## src/inc/mbj_consts.vh

```
// register offsets, field positions, reset values and timeout defaults for the mailbox controller
`ifndef MBJ_CONSTS_VH
`define MBJ_CONSTS_VH

// register byte offsets
`define MBJ_OFS_CTRL        8'h00
`define MBJ_OFS_STATUS      8'h04
`define MBJ_OFS_T_FEED      8'h08
`define MBJ_OFS_T_STAT      8'h0c
`define MBJ_OFS_T_STAT3     8'h10
`define MBJ_OFS_T_RESID     8'h14

// control register fields
`define MBJ_CTRL_MODE       0
`define MBJ_CTRL_BIN_LO     1
`define MBJ_CTRL_BIN_HI     2
`define MBJ_CTRL_STAPLE     3
`define MBJ_CTRL_CLEAR      4
`define MBJ_CTRL_RST        5'h00

// status register fields
`define MBJ_ST_BIN_LO       0
`define MBJ_ST_FULL         2
`define MBJ_ST_JAM_LO       4
`define MBJ_ST_CLEARING     10
`define MBJ_ST_SENS_LO      12

// jam flag positions inside the jam vector
`define MBJ_JAM_DLY_A       0
`define MBJ_JAM_DLY_B       1
`define MBJ_JAM_STAT_A      2
`define MBJ_JAM_STAT_B      3
`define MBJ_JAM_STAT3       4
`define MBJ_JAM_RESID       5

// bin codes
`define MBJ_BIN_LOW         2'h0
`define MBJ_BIN_MID         2'h1
`define MBJ_BIN_TOP         2'h2

// timeout defaults in clock cycles
`define MBJ_TW              24
`define MBJ_T_FEED_RST      24'h0f_4240
`define MBJ_T_STAT_RST      24'h1e_8480
`define MBJ_T_STAT3_RST     24'h2d_c6c0
`define MBJ_T_RESID_RST     24'h3d_0900

// pin synchroniser width
`define MBJ_NSYNC           8

// axi response codes
`define MBJ_RESP_OKAY       2'h0
`define MBJ_RESP_SLVERR     2'h2

`endif

```

## src/hw/mbj_mailbox_ctrl.v

```verilog
// bin routing, full reporting, jam detection and automatic clearing for a three-bin mailbox
// What this block does
// - stacker routes lowest bin first, then upward
// - lowest full moves to middle, middle to top
// - stacker reports mailbox full on top full
// - staple request with lowest full reports full
// - mailbox mode routes job to designated bin
// - mailbox mode reports full on designated full
// - feed delay jam a after fuser edge timeout
// - feed delay jam b after fuser edge timeout
// - stationary jam a when trailing edge late
// - stationary jam b when trailing edge late
// - stationary jam three after staple feed timeout
// - residual jam when paper persists during clearing
// - initial sequence clears residual paper automatically
//
// The implementer's own choices: the placing of the registers and the AXI4-Lite slave port.
`timescale 1ns/100ps
`default_nettype none
`include "mbj_consts.vh"
module mbj_mailbox_ctrl (
  // clock and reset
  input  wire        clk,
  input  wire        rst_n,
  // axi4-lite write address
  input  wire [7:0]  s_axi_awaddr,
  input  wire        s_axi_awvalid,
  output wire        s_axi_awready,
  // axi4-lite write data
  input  wire [31:0] s_axi_wdata,
  input  wire [3:0]  s_axi_wstrb,
  input  wire        s_axi_wvalid,
  output wire        s_axi_wready,
  // axi4-lite write response
  output reg  [1:0]  s_axi_bresp,
  output reg         s_axi_bvalid,
  input  wire        s_axi_bready,
  // axi4-lite read address
  input  wire [7:0]  s_axi_araddr,
  input  wire        s_axi_arvalid,
  output wire        s_axi_arready,
  // axi4-lite read data
  output reg  [31:0] s_axi_rdata,
  output reg  [1:0]  s_axi_rresp,
  output reg         s_axi_rvalid,
  input  wire        s_axi_rready,
  // bin full sensor pins
  input  wire        full_low_pin,
  input  wire        full_mid_pin,
  input  wire        full_top_pin,
  // paper path sensor pins
  input  wire        fuser_delivery_pin,
  input  wire        path_feed_sensor_a,
  input  wire        path_feed_sensor_b,
  input  wire        lowest_bin_delivery_sensor,
  input  wire        door_closed_pin,
  // staple sequencer, same clock
  input  wire        staple_feed_start,
  // reports and drives
  output reg  [1:0]  route_bin,
  output reg         full_report,
  output wire        jam_report,
  output reg         clear_drive
);
  // one-hot clearing states
  localparam [2:0] CS_IDLE  = 3'b001;
  localparam [2:0] CS_CHECK = 3'b010;
  localparam [2:0] CS_CLEAR = 3'b100;

  // synchronised levels
  wire [`MBJ_NSYNC-1:0] lvl;
  wire full_low = lvl[0];
  wire full_mid = lvl[1];
  wire full_top = lvl[2];
  wire fuser    = lvl[3];
  wire sens_a   = lvl[4];
  wire sens_b   = lvl[5];
  wire deliv    = lvl[6];
  wire door     = lvl[7];

  mbj_sync u_sync (
    .clk     (clk),
    .rst_n   (rst_n),
    .pin_in  ({door_closed_pin, lowest_bin_delivery_sensor, path_feed_sensor_b,
               path_feed_sensor_a, fuser_delivery_pin, full_top_pin, full_mid_pin,
               full_low_pin}),
    .lvl_out (lvl)
  );

  // registers
  reg [4:0]         ctrl_reg;
  reg [`MBJ_TW-1:0] t_feed_reg;
  reg [`MBJ_TW-1:0] t_stat_reg;
  reg [`MBJ_TW-1:0] t_stat3_reg;
  reg [`MBJ_TW-1:0] t_resid_reg;
  reg [5:0]         jam_reg;
  reg [2:0]         cs_reg;
  reg [2:0]         cs_next;
  reg [7:0]         prev_reg;
  reg               clr_req_reg;

  // timer state
  reg               dly_a_run_reg;
  reg               dly_b_run_reg;
  reg               st_a_run_reg;
  reg               st_b_run_reg;
  reg               st3_run_reg;
  reg [`MBJ_TW-1:0] dly_a_cnt_reg;
  reg [`MBJ_TW-1:0] dly_b_cnt_reg;
  reg [`MBJ_TW-1:0] st_a_cnt_reg;
  reg [`MBJ_TW-1:0] st_b_cnt_reg;
  reg [`MBJ_TW-1:0] st3_cnt_reg;
  reg [`MBJ_TW-1:0] res_cnt_reg;

  // saturating count step
  function [`MBJ_TW-1:0] tick;
    input               run;
    input [`MBJ_TW-1:0] cnt;
    begin
      if (!run) begin
        tick = {`MBJ_TW{1'b0}};
      end else if (&cnt) begin
        tick = cnt;
      end else begin
        tick = cnt + 1'b1;
      end
    end
  endfunction

  // byte-lane merge of a write
  function [31:0] merge;
    input [31:0] old;
    input [31:0] wd;
    input [3:0]  st;
    integer k;
    begin
      merge = old;
      for (k = 0; k < 4; k = k + 1) begin
        if (st[k]) begin
          merge[k*8 +: 8] = wd[k*8 +: 8];
        end
      end
    end
  endfunction

  // edge detection on filtered levels
  wire fuser_rise = fuser & ~prev_reg[3];
  wire a_rise     = sens_a & ~prev_reg[4];
  wire a_fall     = ~sens_a & prev_reg[4];
  wire b_rise     = sens_b & ~prev_reg[5];
  wire b_fall     = ~sens_b & prev_reg[5];
  wire d_fall     = ~deliv & prev_reg[6];
  wire door_rise  = door & ~prev_reg[7];
  wire any_paper  = sens_a | sens_b | deliv;

  // timeout hits
  wire hit_dly_a = dly_a_run_reg & (dly_a_cnt_reg >= t_feed_reg);
  wire hit_dly_b = dly_b_run_reg & (dly_b_cnt_reg >= t_feed_reg);
  wire hit_st_a  = st_a_run_reg & (st_a_cnt_reg >= t_stat_reg);
  wire hit_st_b  = st_b_run_reg & (st_b_cnt_reg >= t_stat_reg);
  wire hit_st3   = st3_run_reg & (st3_cnt_reg >= t_stat3_reg);
  wire clearing  = cs_reg[2];
  wire hit_res   = clearing & any_paper & (res_cnt_reg >= t_resid_reg);
  wire pass_ok   = clearing & ~any_paper;

  // bin routing and full report
  wire       mbx_mode = ctrl_reg[`MBJ_CTRL_MODE];
  wire [1:0] des_bin  = ctrl_reg[`MBJ_CTRL_BIN_HI:`MBJ_CTRL_BIN_LO];
  reg  [1:0] route_next;
  reg        full_next;
  reg        des_full;
  always @* begin
    case (des_bin)
      `MBJ_BIN_LOW: des_full = full_low;
      `MBJ_BIN_MID: des_full = full_mid;
      default:      des_full = full_top;
    endcase
    if (mbx_mode) begin
      route_next = des_bin[1] ? `MBJ_BIN_TOP : des_bin;  // code 3 acts as top
      full_next  = des_full;
    end else begin
      if (!full_low) begin
        route_next = `MBJ_BIN_LOW;
      end else if (!full_mid) begin
        route_next = `MBJ_BIN_MID;
      end else begin
        route_next = `MBJ_BIN_TOP;
      end
      full_next = full_top;
    end
    if (ctrl_reg[`MBJ_CTRL_STAPLE] && full_low) begin
      full_next = 1'b1;
    end
  end

  always @(posedge clk or negedge rst_n) begin
    if (!rst_n) begin
      route_bin   <= `MBJ_BIN_LOW;
      full_report <= 1'b0;
    end else begin
      route_bin   <= route_next;
      full_report <= full_next;
    end
  end

  // clearing sequence state machine
  always @* begin
    cs_next = cs_reg;
    case (cs_reg)
      CS_IDLE: begin
        if (door_rise || clr_req_reg) begin
          cs_next = CS_CHECK;
        end
      end
      CS_CHECK: begin
        if (!door) begin
          cs_next = CS_IDLE;
        end else if (any_paper) begin
          cs_next = CS_CLEAR;
        end else begin
          cs_next = CS_IDLE;
        end
      end
      CS_CLEAR: begin
        if (!door || pass_ok || hit_res) begin
          cs_next = CS_IDLE;
        end
      end
      default: cs_next = CS_IDLE;
    endcase
  end

  // state, motor drive and residual counter
  always @(posedge clk or negedge rst_n) begin
    if (!rst_n) begin
      cs_reg      <= CS_CHECK;                           // power-on runs the check
      clear_drive <= 1'b0;
      res_cnt_reg <= {`MBJ_TW{1'b0}};
      prev_reg    <= 8'h00;
    end else begin
      cs_reg      <= cs_next;
      clear_drive <= (cs_next == CS_CLEAR);
      res_cnt_reg <= tick(clearing & any_paper, res_cnt_reg);
      prev_reg    <= lvl;
    end
  end

  // jam timers
  always @(posedge clk or negedge rst_n) begin
    if (!rst_n) begin
      dly_a_run_reg <= 1'b0;
      dly_b_run_reg <= 1'b0;
      st_a_run_reg  <= 1'b0;
      st_b_run_reg  <= 1'b0;
      st3_run_reg   <= 1'b0;
      dly_a_cnt_reg <= {`MBJ_TW{1'b0}};
      dly_b_cnt_reg <= {`MBJ_TW{1'b0}};
      st_a_cnt_reg  <= {`MBJ_TW{1'b0}};
      st_b_cnt_reg  <= {`MBJ_TW{1'b0}};
      st3_cnt_reg   <= {`MBJ_TW{1'b0}};
    end else begin
      dly_a_run_reg <= fuser_rise | (dly_a_run_reg & ~a_rise & ~hit_dly_a);
      dly_b_run_reg <= fuser_rise | (dly_b_run_reg & ~b_rise & ~hit_dly_b);
      st_a_run_reg  <= a_rise | (st_a_run_reg & ~a_fall & ~hit_st_a);
      st_b_run_reg  <= b_rise | (st_b_run_reg & ~b_fall & ~hit_st_b);
      st3_run_reg   <= staple_feed_start | (st3_run_reg & ~d_fall & ~hit_st3);
      dly_a_cnt_reg <= fuser_rise ? {`MBJ_TW{1'b0}} : tick(dly_a_run_reg, dly_a_cnt_reg);
      dly_b_cnt_reg <= fuser_rise ? {`MBJ_TW{1'b0}} : tick(dly_b_run_reg, dly_b_cnt_reg);
      st_a_cnt_reg  <= a_rise ? {`MBJ_TW{1'b0}} : tick(st_a_run_reg, st_a_cnt_reg);
      st_b_cnt_reg  <= b_rise ? {`MBJ_TW{1'b0}} : tick(st_b_run_reg, st_b_cnt_reg);
      st3_cnt_reg   <= staple_feed_start ? {`MBJ_TW{1'b0}} : tick(st3_run_reg, st3_cnt_reg);
    end
  end

  // sticky jam flags, a new jam wins over a clearing pass
  wire [5:0] jam_set = {hit_res, hit_st3, hit_st_b, hit_st_a, hit_dly_b, hit_dly_a};
  always @(posedge clk or negedge rst_n) begin
    if (!rst_n) begin
      jam_reg <= 6'h00;
    end else begin
      jam_reg <= (jam_reg & {6{~pass_ok}}) | jam_set;
    end
  end

  assign jam_report = |jam_reg;

  // axi4-lite write path
  reg        aw_full_reg;
  reg        w_full_reg;
  reg [7:0]  aw_addr_reg;
  reg [31:0] w_data_reg;
  reg [3:0]  w_strb_reg;
  assign s_axi_awready = ~aw_full_reg & ~s_axi_bvalid;
  assign s_axi_wready  = ~w_full_reg & ~s_axi_bvalid;
  wire do_write = aw_full_reg & w_full_reg;
  wire wr_hit   = (aw_addr_reg == `MBJ_OFS_CTRL) || (aw_addr_reg == `MBJ_OFS_STATUS) ||
                  (aw_addr_reg == `MBJ_OFS_T_FEED) || (aw_addr_reg == `MBJ_OFS_T_STAT) ||
                  (aw_addr_reg == `MBJ_OFS_T_STAT3) || (aw_addr_reg == `MBJ_OFS_T_RESID);
  wire [31:0] ctrl_wr  = merge({27'h000_0000, ctrl_reg}, w_data_reg, w_strb_reg);
  wire [31:0] tfeed_wr = merge({8'h00, t_feed_reg}, w_data_reg, w_strb_reg);
  wire [31:0] tstat_wr = merge({8'h00, t_stat_reg}, w_data_reg, w_strb_reg);
  wire [31:0] tst3_wr  = merge({8'h00, t_stat3_reg}, w_data_reg, w_strb_reg);
  wire [31:0] tres_wr  = merge({8'h00, t_resid_reg}, w_data_reg, w_strb_reg);

  always @(posedge clk or negedge rst_n) begin
    if (!rst_n) begin
      aw_full_reg  <= 1'b0;
      w_full_reg   <= 1'b0;
      aw_addr_reg  <= 8'h00;
      w_data_reg   <= 32'h0000_0000;
      w_strb_reg   <= 4'h0;
      s_axi_bvalid <= 1'b0;
      s_axi_bresp  <= `MBJ_RESP_OKAY;
      ctrl_reg     <= `MBJ_CTRL_RST;
      clr_req_reg  <= 1'b0;
      t_feed_reg   <= `MBJ_T_FEED_RST;
      t_stat_reg   <= `MBJ_T_STAT_RST;
      t_stat3_reg  <= `MBJ_T_STAT3_RST;
      t_resid_reg  <= `MBJ_T_RESID_RST;
    end else begin
      clr_req_reg <= 1'b0;
      if (s_axi_awvalid && s_axi_awready) begin
        aw_full_reg <= 1'b1;
        aw_addr_reg <= {s_axi_awaddr[7:2], 2'b00};
      end
      if (s_axi_wvalid && s_axi_wready) begin
        w_full_reg <= 1'b1;
        w_data_reg <= s_axi_wdata;
        w_strb_reg <= s_axi_wstrb;
      end
      if (do_write) begin
        aw_full_reg  <= 1'b0;
        w_full_reg   <= 1'b0;
        s_axi_bvalid <= 1'b1;
        s_axi_bresp  <= wr_hit ? `MBJ_RESP_OKAY : `MBJ_RESP_SLVERR;
        case (aw_addr_reg)
          `MBJ_OFS_CTRL: begin
            ctrl_reg    <= {1'b0, ctrl_wr[3:0]};         // clear bit is self-clearing
            clr_req_reg <= ctrl_wr[`MBJ_CTRL_CLEAR];
          end
          `MBJ_OFS_T_FEED:  t_feed_reg  <= tfeed_wr[`MBJ_TW-1:0];   // upper byte dropped
          `MBJ_OFS_T_STAT:  t_stat_reg  <= tstat_wr[`MBJ_TW-1:0];
          `MBJ_OFS_T_STAT3: t_stat3_reg <= tst3_wr[`MBJ_TW-1:0];
          `MBJ_OFS_T_RESID: t_resid_reg <= tres_wr[`MBJ_TW-1:0];
          default: ;
        endcase
      end else if (s_axi_bvalid && s_axi_bready) begin
        s_axi_bvalid <= 1'b0;
      end
    end
  end

  // axi4-lite read path
  assign s_axi_arready = ~s_axi_rvalid;
  reg [31:0] rd_mux;
  reg        rd_hit;
  always @* begin
    rd_hit = 1'b1;
    case ({s_axi_araddr[7:2], 2'b00})
      `MBJ_OFS_CTRL:    rd_mux = {27'h000_0000, ctrl_reg};
      `MBJ_OFS_STATUS:  rd_mux = {17'h0_0000, deliv, sens_b, sens_a, 1'b0, clearing,
                                  jam_reg, 1'b0, full_report, route_bin};
      `MBJ_OFS_T_FEED:  rd_mux = {8'h00, t_feed_reg};
      `MBJ_OFS_T_STAT:  rd_mux = {8'h00, t_stat_reg};
      `MBJ_OFS_T_STAT3: rd_mux = {8'h00, t_stat3_reg};
      `MBJ_OFS_T_RESID: rd_mux = {8'h00, t_resid_reg};
      default: begin
        rd_mux = 32'h0000_0000;
        rd_hit = 1'b0;
      end
    endcase
  end

  always @(posedge clk or negedge rst_n) begin
    if (!rst_n) begin
      s_axi_rvalid <= 1'b0;
      s_axi_rdata  <= 32'h0000_0000;
      s_axi_rresp  <= `MBJ_RESP_OKAY;
    end else if (s_axi_arvalid && s_axi_arready) begin
      s_axi_rvalid <= 1'b1;
      s_axi_rdata  <= rd_mux;
      s_axi_rresp  <= rd_hit ? `MBJ_RESP_OKAY : `MBJ_RESP_SLVERR;
    end else if (s_axi_rready) begin
      s_axi_rvalid <= 1'b0;
    end
  end
endmodule
`default_nettype wire

```

## src/hw/mbj_sync.v

```verilog
// three-stage pin synchroniser, output follows once stages two and three agree
`timescale 1ns/100ps
`default_nettype none
`include "mbj_consts.vh"
module mbj_sync (
  // clock and reset
  input  wire                      clk,
  input  wire                      rst_n,
  // raw pins and filtered levels
  input  wire [`MBJ_NSYNC-1:0]     pin_in,
  output reg  [`MBJ_NSYNC-1:0]     lvl_out
);
  reg [`MBJ_NSYNC-1:0] s1_reg;
  reg [`MBJ_NSYNC-1:0] s2_reg;
  reg [`MBJ_NSYNC-1:0] s3_reg;
  integer i;

  // shift chain and agreement filter
  always @(posedge clk or negedge rst_n) begin
    if (!rst_n) begin
      s1_reg  <= {`MBJ_NSYNC{1'b0}};
      s2_reg  <= {`MBJ_NSYNC{1'b0}};
      s3_reg  <= {`MBJ_NSYNC{1'b0}};
      lvl_out <= {`MBJ_NSYNC{1'b0}};
    end else begin
      s1_reg <= pin_in;
      s2_reg <= s1_reg;
      s3_reg <= s2_reg;
      for (i = 0; i < `MBJ_NSYNC; i = i + 1) begin
        if (s2_reg[i] == s3_reg[i]) begin
          lvl_out[i] <= s3_reg[i];
        end
      end
    end
  end
endmodule
`default_nettype wire

```

## config.mk

```make
export PLATFORM = sky130hd
export DESIGN_NAME = mbj_mailbox_ctrl
export DESIGN_NICKNAME = d
export VERILOG_FILES = /design/src/hw/mbj_mailbox_ctrl.v /design/src/hw/mbj_sync.v
export VERILOG_INCLUDE_DIRS = /design/src /design/src/inc
export SDC_FILE = /design/constraint.sdc
export NUM_CORES = 1
export LEC_CHECK = 0
export ABC_AREA = 1
export BUFFER_PORTS_ARGS = -buffer_cell sky130_fd_sc_hd__buf_4
export CAP_MARGIN = 25
export CORE_AREA = 2 2 209 211
export CTS_CLUSTER_DIAMETER = 30
export DETAILED_ROUTE_END_ITERATION = 6
export DIE_AREA = 0 0 211 213
export PLACE_DENSITY = 0.79
export SLEW_MARGIN = 15
export SYNTH_ARGS = -nofsm -noshare
export SYNTH_HDL_FRONTEND = slang
export SYNTH_SLANG_ARGS = --single-unit
```

## constraint.sdc

```tcl
create_clock -name clk -period 1.76 [get_ports clk]
set_input_delay 0.176 -clock clk [delete_from_list [all_inputs] [get_ports clk]]
set_output_delay 0.176 -clock clk [all_outputs]
set_load 0.03 [all_outputs]
```

# Word-level counts from Yosys, hierarchy flattened
# Cells that the tools add are included.
dict set report word_totals {
  latchBits 0
  wordCells 239
  output_inout_bits 46
  input_bits 68
  romBits 0
  register_bits 376
  ramBits 0
  n_memories 0
}
dict set report classes {
  reduce_logical 42
  muxes 44
  addsub 6
  n_div 0
  mul 0
  eq_ne 29
  n_shift 0
  order_cmp 6
  n_bitwise 60
}
# op n
set ops {}
lappend ops {{$mux 24} 17}
lappend ops {{$add 24x1->24 const B} 6}
lappend ops {{$ge 24x24->1} 6}
lappend ops {{$pmux 24 s6} 1}
lappend ops {{$reduce_and 24->1} 6}
lappend ops {{$reduce_and 3->1} 13}
lappend ops {{$and 1x1->1} 28}
lappend ops {{$eq 6x2->1 const B} 4}
lappend ops {{$eq 6x3->1 const B} 4}
lappend ops {{$not 1->1} 23}
lappend ops {{$ne 3x3->1 const B} 5}
lappend ops {{$mux 1} 13}
lappend ops {{$eq 6x1->1 const B} 2}
lappend ops {{$mux 2} 6}
lappend ops {{$mux 3} 4}
lappend ops {{$reduce_or 6->1} 2}
lappend ops {{$pmux 3 s3} 1}
lappend ops {{$eq 1x1->1} 8}
lappend ops {{$logic_not 8->1} 1}
lappend ops {{$logic_or 1x1->1} 8}
lappend ops {{$reduce_bool 2->1} 4}
lappend ops {{$or 1x1->1} 7}
lappend ops {{$and 6x6->6} 1}
lappend ops {{$eq 3x3->1 const B} 2}
lappend ops {{11 further kinds} 15}

# Longest topological paths before layout
dict set report depth {
  depth_word 9
  mapped_depth 15
  depth_no_buf 15
}

# Modules after synthesis
# Synthesis repeated with hierarchy kept, for this count alone.
dict set report hier_totals {
  cells_unflattened 2709
  hier_area_um2 21179.1
}
# mod instances area_per_inst_um2 seq_area_each_um2 cells_each
set modules_own_cells {}
lappend modules_own_cells {mbj_mailbox_ctrl 1 20248.2 8323.0 2645}
lappend modules_own_cells {mbj_sync 1 930.9 800.8 64}

# Worst setup path before layout
# No wires, ideal clock.
dict set report synth_path {
  path_type {reg-to-reg}
  start {register s_axi_bvalid}
  end {register w_data_reg[0]}
  arrival_ns 1.646
  period_less_slack_ns 1.779
  path_slack_ns -0.019
  path_buffers 1
  stages_incl_launch_ff 6
  setup_time_ns 0.133
  t_required_ns 1.627
  cell_sequence {dfrtp_1 -> nor2_1 -> nand2_1 -> clkbuf_1 -> nor2_1 -> a21oi_1}
}
dict set report synth_between {
  elab_chain_cells 3
}
# element line
set synth_lines {}
lappend synth_lines {{start: declaration} mbj_mailbox_ctrl.v:36} ;# output reg s_axi_bvalid,
lappend synth_lines {{start signal: assignment} mbj_mailbox_ctrl.v:312} ;# s_axi_bvalid <= 1'b0;
lappend synth_lines {{start signal: assignment} mbj_mailbox_ctrl.v:334} ;# s_axi_bvalid <= 1'b1;
lappend synth_lines {{start signal: assignment} mbj_mailbox_ctrl.v:348} ;# s_axi_bvalid <= 1'b0;
lappend synth_lines {{$not 1->1} mbj_mailbox_ctrl.v:294} ;# assign s_axi_wready = ~w_full_reg & ~s_axi_bvalid;
lappend synth_lines {{$and 1x1->1} mbj_mailbox_ctrl.v:294}
lappend synth_lines {{named net s_axi_wready} mbj_mailbox_ctrl.v:33} ;# output wire s_axi_wready,
lappend synth_lines {{$logic_and 1x1->1} mbj_mailbox_ctrl.v:326} ;# if (s_axi_wvalid && s_axi_wready) begin
lappend synth_lines {{end signal: assignment} mbj_mailbox_ctrl.v:328} ;# w_data_reg <= s_axi_wdata;
lappend synth_lines {{end: declaration} mbj_mailbox_ctrl.v:291} ;# reg [31:0] w_data_reg;
# The timed path passes the listed nets, and every way through them passes these cells.
# A chain may end at the register's enable or synchronous reset.

# Final worst setup path
dict set report layout_path {
  start {register t_feed_reg[22]}
  end {register jam_reg[1]}
}
dict set report layout_between {
  elab_chain_cells 3
}
# element line
set layout_lines {}
lappend layout_lines {{start: declaration} mbj_mailbox_ctrl.v:92} ;# reg [`MBJ_TW-1:0] t_feed_reg;
lappend layout_lines {{start signal: assignment} mbj_mailbox_ctrl.v:316} ;# t_feed_reg <= `MBJ_T_FEED_RST;
lappend layout_lines {{start signal: assignment} mbj_mailbox_ctrl.v:341} ;# `MBJ_OFS_T_FEED: t_feed_reg <= tfeed_wr[`MBJ_TW-1:0];
lappend layout_lines {{$ge 24x24->1} mbj_mailbox_ctrl.v:158} ;# wire hit_dly_b = dly_b_run_reg & (dly_b_cnt_reg >= t_feed_reg);
lappend layout_lines {{$and 1x1->1} mbj_mailbox_ctrl.v:158}
lappend layout_lines {{$or 6x6->6} mbj_mailbox_ctrl.v:281} ;# jam_reg <= (jam_reg & {6{~pass_ok}}) | jam_set;
lappend layout_lines {{end signal: assignment} mbj_mailbox_ctrl.v:281}
lappend layout_lines {{end: declaration} mbj_mailbox_ctrl.v:96} ;# reg [5:0] jam_reg;
# No other way between the ends.

==> results.json <==
{
  "fp.dieW_um": 211,
  "synth_edf_count": 0,
  "synth-seq-area-share": 0.432,
  "layout_setup_ws_ps": -256,
  "r2r_setup_slack_ps": -260,
  "period_needed_ps": 2020,
  "clockRootBuffer": "clkbuf_16",
  "rows": 76,
  "max_stage_delay_ps": 390,
  "place.gp.congestion": 1.00,
  "grt_pass1_vias": 21359,
  "hold_ws_ps": 67.9,
  "final_common_cell": "nand2_1",
  "cp.required_ps": 2290,
  "cts_buffer_depth": 3,
  "ir_worst_vdd_mv": 1.01,
  "antenna_found_initial": 0,
  "ant_nets": 0,
  "crit_type": "flip-flop to flip-flop",
  "syn-instance-count": 2673,
  "via_per_inst": 6.08,
  "clock_latency_ps": 650,
  "synth_area_per_cell_sq_um": 7.90,
  "max_slew_margin": 0.593,
  "fin_crit_sh": 1.15,
  "synthToLayoutAreaGrowth_pct": 37.9,
  "overflow": 0,
  "start_kind": "flip-flop",
  "pwr_density_cell_nw_per_um2": 1330,
  "drtIter0Drc": 2699,
  "p_leak_nw": 13.6,
  "yosysUniqueCellTypes": 56,
  "grt_first_pass_wirelength_mm": 115,
  "wl_per_cell_um": 21.4,
  "whs_endpoint": "w_full_reg",
  "numCtsBuffers": 82,
  "min_path_type": "input port to flip-flop",
  "pin_count": 114,
  "r2r-end": "jam_reg[1]",
  "r2r_cells": 8,
  "vias": 22572,
  "drc": 6,
  "finClkSkew_ps": 55.2,
  "grt_usage": 0.327,
  "setup_viol": 33,
  "cp_data_arrival_time_ps": 2540,
  "maxCapViolCount": 0,
  "synth-main-ff-cell": "dfrtp_1",
  "drv_slew": 0,
  "yosys_warnings": 0,
  "coreArea_sq_um": 42700,
  "status": "finished with violations",
  "cp_cell_sequence": "inv_1 > ha_1 > nand2_1 > o21ai_0 > a21oi_2 > nand4_1 > nand2_1 > nand2_1",
  "worstSetupEndpointType": "flip-flop",
  "finalWirelength_mm": 79.4,
  "num_antenna_cells": 0,
  "tightest_slew_ps": 611,
  "dp_hpwl_mm": 50.6,
  "clkSlewWorstSetupHoldPaths_ps": 60,
  "hold_start": "s_axi_wvalid",
  "cts_tree": "yes",
  "path_max_fanout": 3,
  "async_reset_ff_frac": 1.00,
  "grt_setup_unrepaired": "yes",
  "start_util": 0.495,
  "grt_max_degree": 60,
  "clkSinkCount": 363,
  "ctsHtreeMaxLevel": 3,
  "drive_gt1_frac": 0.286,
  "hold-path-cell-count": 4,
  "portBuffers": 90,
  "fmax_mhz": 496,
  "cp_slowest_cell": "dfrtp_1",
  "critical_path.most_common_cell": "nand2_1",
  "violations": "design-rule violations, negative setup slack",
  "netlist_area_sq_um": 21100,
  "worstReg2RegStart": "t_feed_reg[22]",
  "post-place-ws_ps": -102,
  "finalNetCount": 3322,
  "synth-seq-cells": 363,
  "final_cell_mix": "558 x nand2_1, 318 x buf_4, 299 x inv_1",
  "die_area_sq_um": 44900,
  "fp.dieH_um": 213,
  "finalHoldViolCount": 0,
  "firstDrtPassIters": 7
}
worst max-delay path by stage:
| stage | slack [ps] | end | depth (start not counted) | from |
|---|---|---|---|---|
| after floorplan | -7 | aw_addr_reg[5] | 3 | s_axi_bvalid |
| after CTS | -90 | st3_cnt_reg[0] | 8 | st3_cnt_reg[0] |
| after global routing | -270 | jam_reg[1] | 8 | t_feed_reg[22] |
| final | -260 | jam_reg[1] | 8 | t_feed_reg[22] |
| after global placement | -80 | dly_b_run_reg | 10 | t_feed_reg[19] |
| after detailed placement | -100 | dly_b_run_reg | 10 | t_feed_reg[19] |
power breakdown:
group          internal, mW  leakage [nW]  switching (mW)  total, mW
Sequential             9.83          4.63            1.25       11.1
Clock                  9.93          1.36            5.29       15.2
Combinational          4.31          7.56            8.19       12.5
Total                  24.1          13.6            14.7       38.8
area by class of cell:
| cell class | instances | area [sq um] |
|---|---|---|
| Multi-Input combinational cell | 1898 | 11700 |
| Fill cell | 3005 | 13600 |
| Sequential cell | 363 | 9170 |
| Clock inverter | 37 | 457 |
| Tap cell | 546 | 683 |
| Clock buffer | 110 | 2330 |
| Inverter | 359 | 1370 |
| Timing Repair Buffer | 400 | 3420 |
layer usage:
metal,up-vias,routed length (um),track usage
met4,0,5330,0.160
met5,-,0,0
met2,1674,36300,0.527
met3,434,8720,0.0724
met1,10636,29100,0.417
li1,9828,-,-
per-stage QoR:
stage | area, sq um | util | total power [mW] | cells | TNS [ps]
2_1_floorplan | 21200 | - | 16.6 | 2682 | -20.7
3_3_place_gp | 24000 | 0.561 | 19.6 | 3466 | -145
3_5_place_dp | 24000 | 0.561 | 20.0 | 3466 | -703
4_1_cts | 27600 | 0.646 | 35.9 | 3669 | -279
5_1_grt | 29100 | 0.682 | 40.2 | 3713 | -4290
6_report | 29100 | 0.682 | 38.8 | 3713 | -1980
cells in the mapped netlist, types with 4 or more instances:
| cell | number | area, sq um |
|---|---|---|
| nand2_2 | 7 | 43.8 |
| a21o_1 | 7 | 52.6 |
| clkbuf_1 | 28 | 105 |
| nand3_1 | 156 | 781 |
| or2_2 | 26 | 163 |
| nor3_2 | 9 | 90.1 |
| o31ai_1 | 10 | 75.1 |
| nand3b_1 | 5 | 37.5 |
| mux2_2 | 4 | 45.0 |
| a21oi_1 | 138 | 691 |
| maj3_1 | 8 | 80.1 |
| o21ai_2 | 19 | 166 |
| o211ai_1 | 7 | 52.6 |
| buf_6 | 6 | 67.6 |
| nor2_4 | 4 | 45.0 |
| buf_1 | 4 | 15.0 |
| dfstp_2 | 32 | 841 |
| xor2_1 | 4 | 35.0 |
| a31oi_1 | 20 | 125 |
| buf_2 | 13 | 65.1 |
| nand3_2 | 7 | 70.1 |
| o22ai_1 | 24 | 150 |
| a22oi_1 | 10 | 75.1 |
| nor2_1 | 228 | 856 |
| o41ai_1 | 5 | 43.8 |
| nand4_1 | 86 | 538 |
| o21ai_0 | 195 | 976 |
| ha_1 | 150 | 1880 |
| and2_1 | 6 | 37.5 |
| dfrtp_1 | 331 | 8280 |
| nor4_4 | 4 | 85.1 |
| nand2_1 | 603 | 2260 |
| inv_2 | 4 | 15.0 |
| o21ai_1 | 36 | 180 |
| inv_1 | 353 | 1330 |
| buf_4 | 11 | 82.6 |
| nor4_1 | 9 | 56.3 |
| nor3_1 | 66 | 330 |
| o21a_1 | 10 | 75.1 |
kinds of logic (layout without fill, tap and decap cells):
family | count (synthesis) | in the layout | share of synthesized area
AO/OA/AOI/OAI | 496 | 496 | 0.132
XOR/XNOR | 4 | 4 | 0.00166
adder cells (fa/ha/maj) | 158 | 158 | 0.0926
buffers and inverters | 421 | 906 | 0.0797
flip-flops | 363 | 363 | 0.432
multiplexers | 4 | 4 | 0.00213
other | 1 | 10 | 0.000178
AND/OR/NAND/NOR | 1226 | 1226 | 0.260
worst max-delay path: cells and delay by family, from the launching register on:
kind                     cells  cell delay (ps)
AND/OR/NAND/NOR              4              510
AO/OA/AOI/OAI                2              430
flip-flops                   1              390
adder cells (fa/ha/maj)      1              300
buffers and inverters        1              260
what timing repair did:
item / CTS / global route
hold buffers: 46 / 0
endpoints found under the setup margin: 36 / 197
pin swaps: 43 / 103
endpoints found under the hold margin: 366 / 0
gates cloned: 0 / 2
setup buffers: 10 / 42
gates resized for setup: 72 / 301
Note: power is estimated with default switching activity, not from simulation.
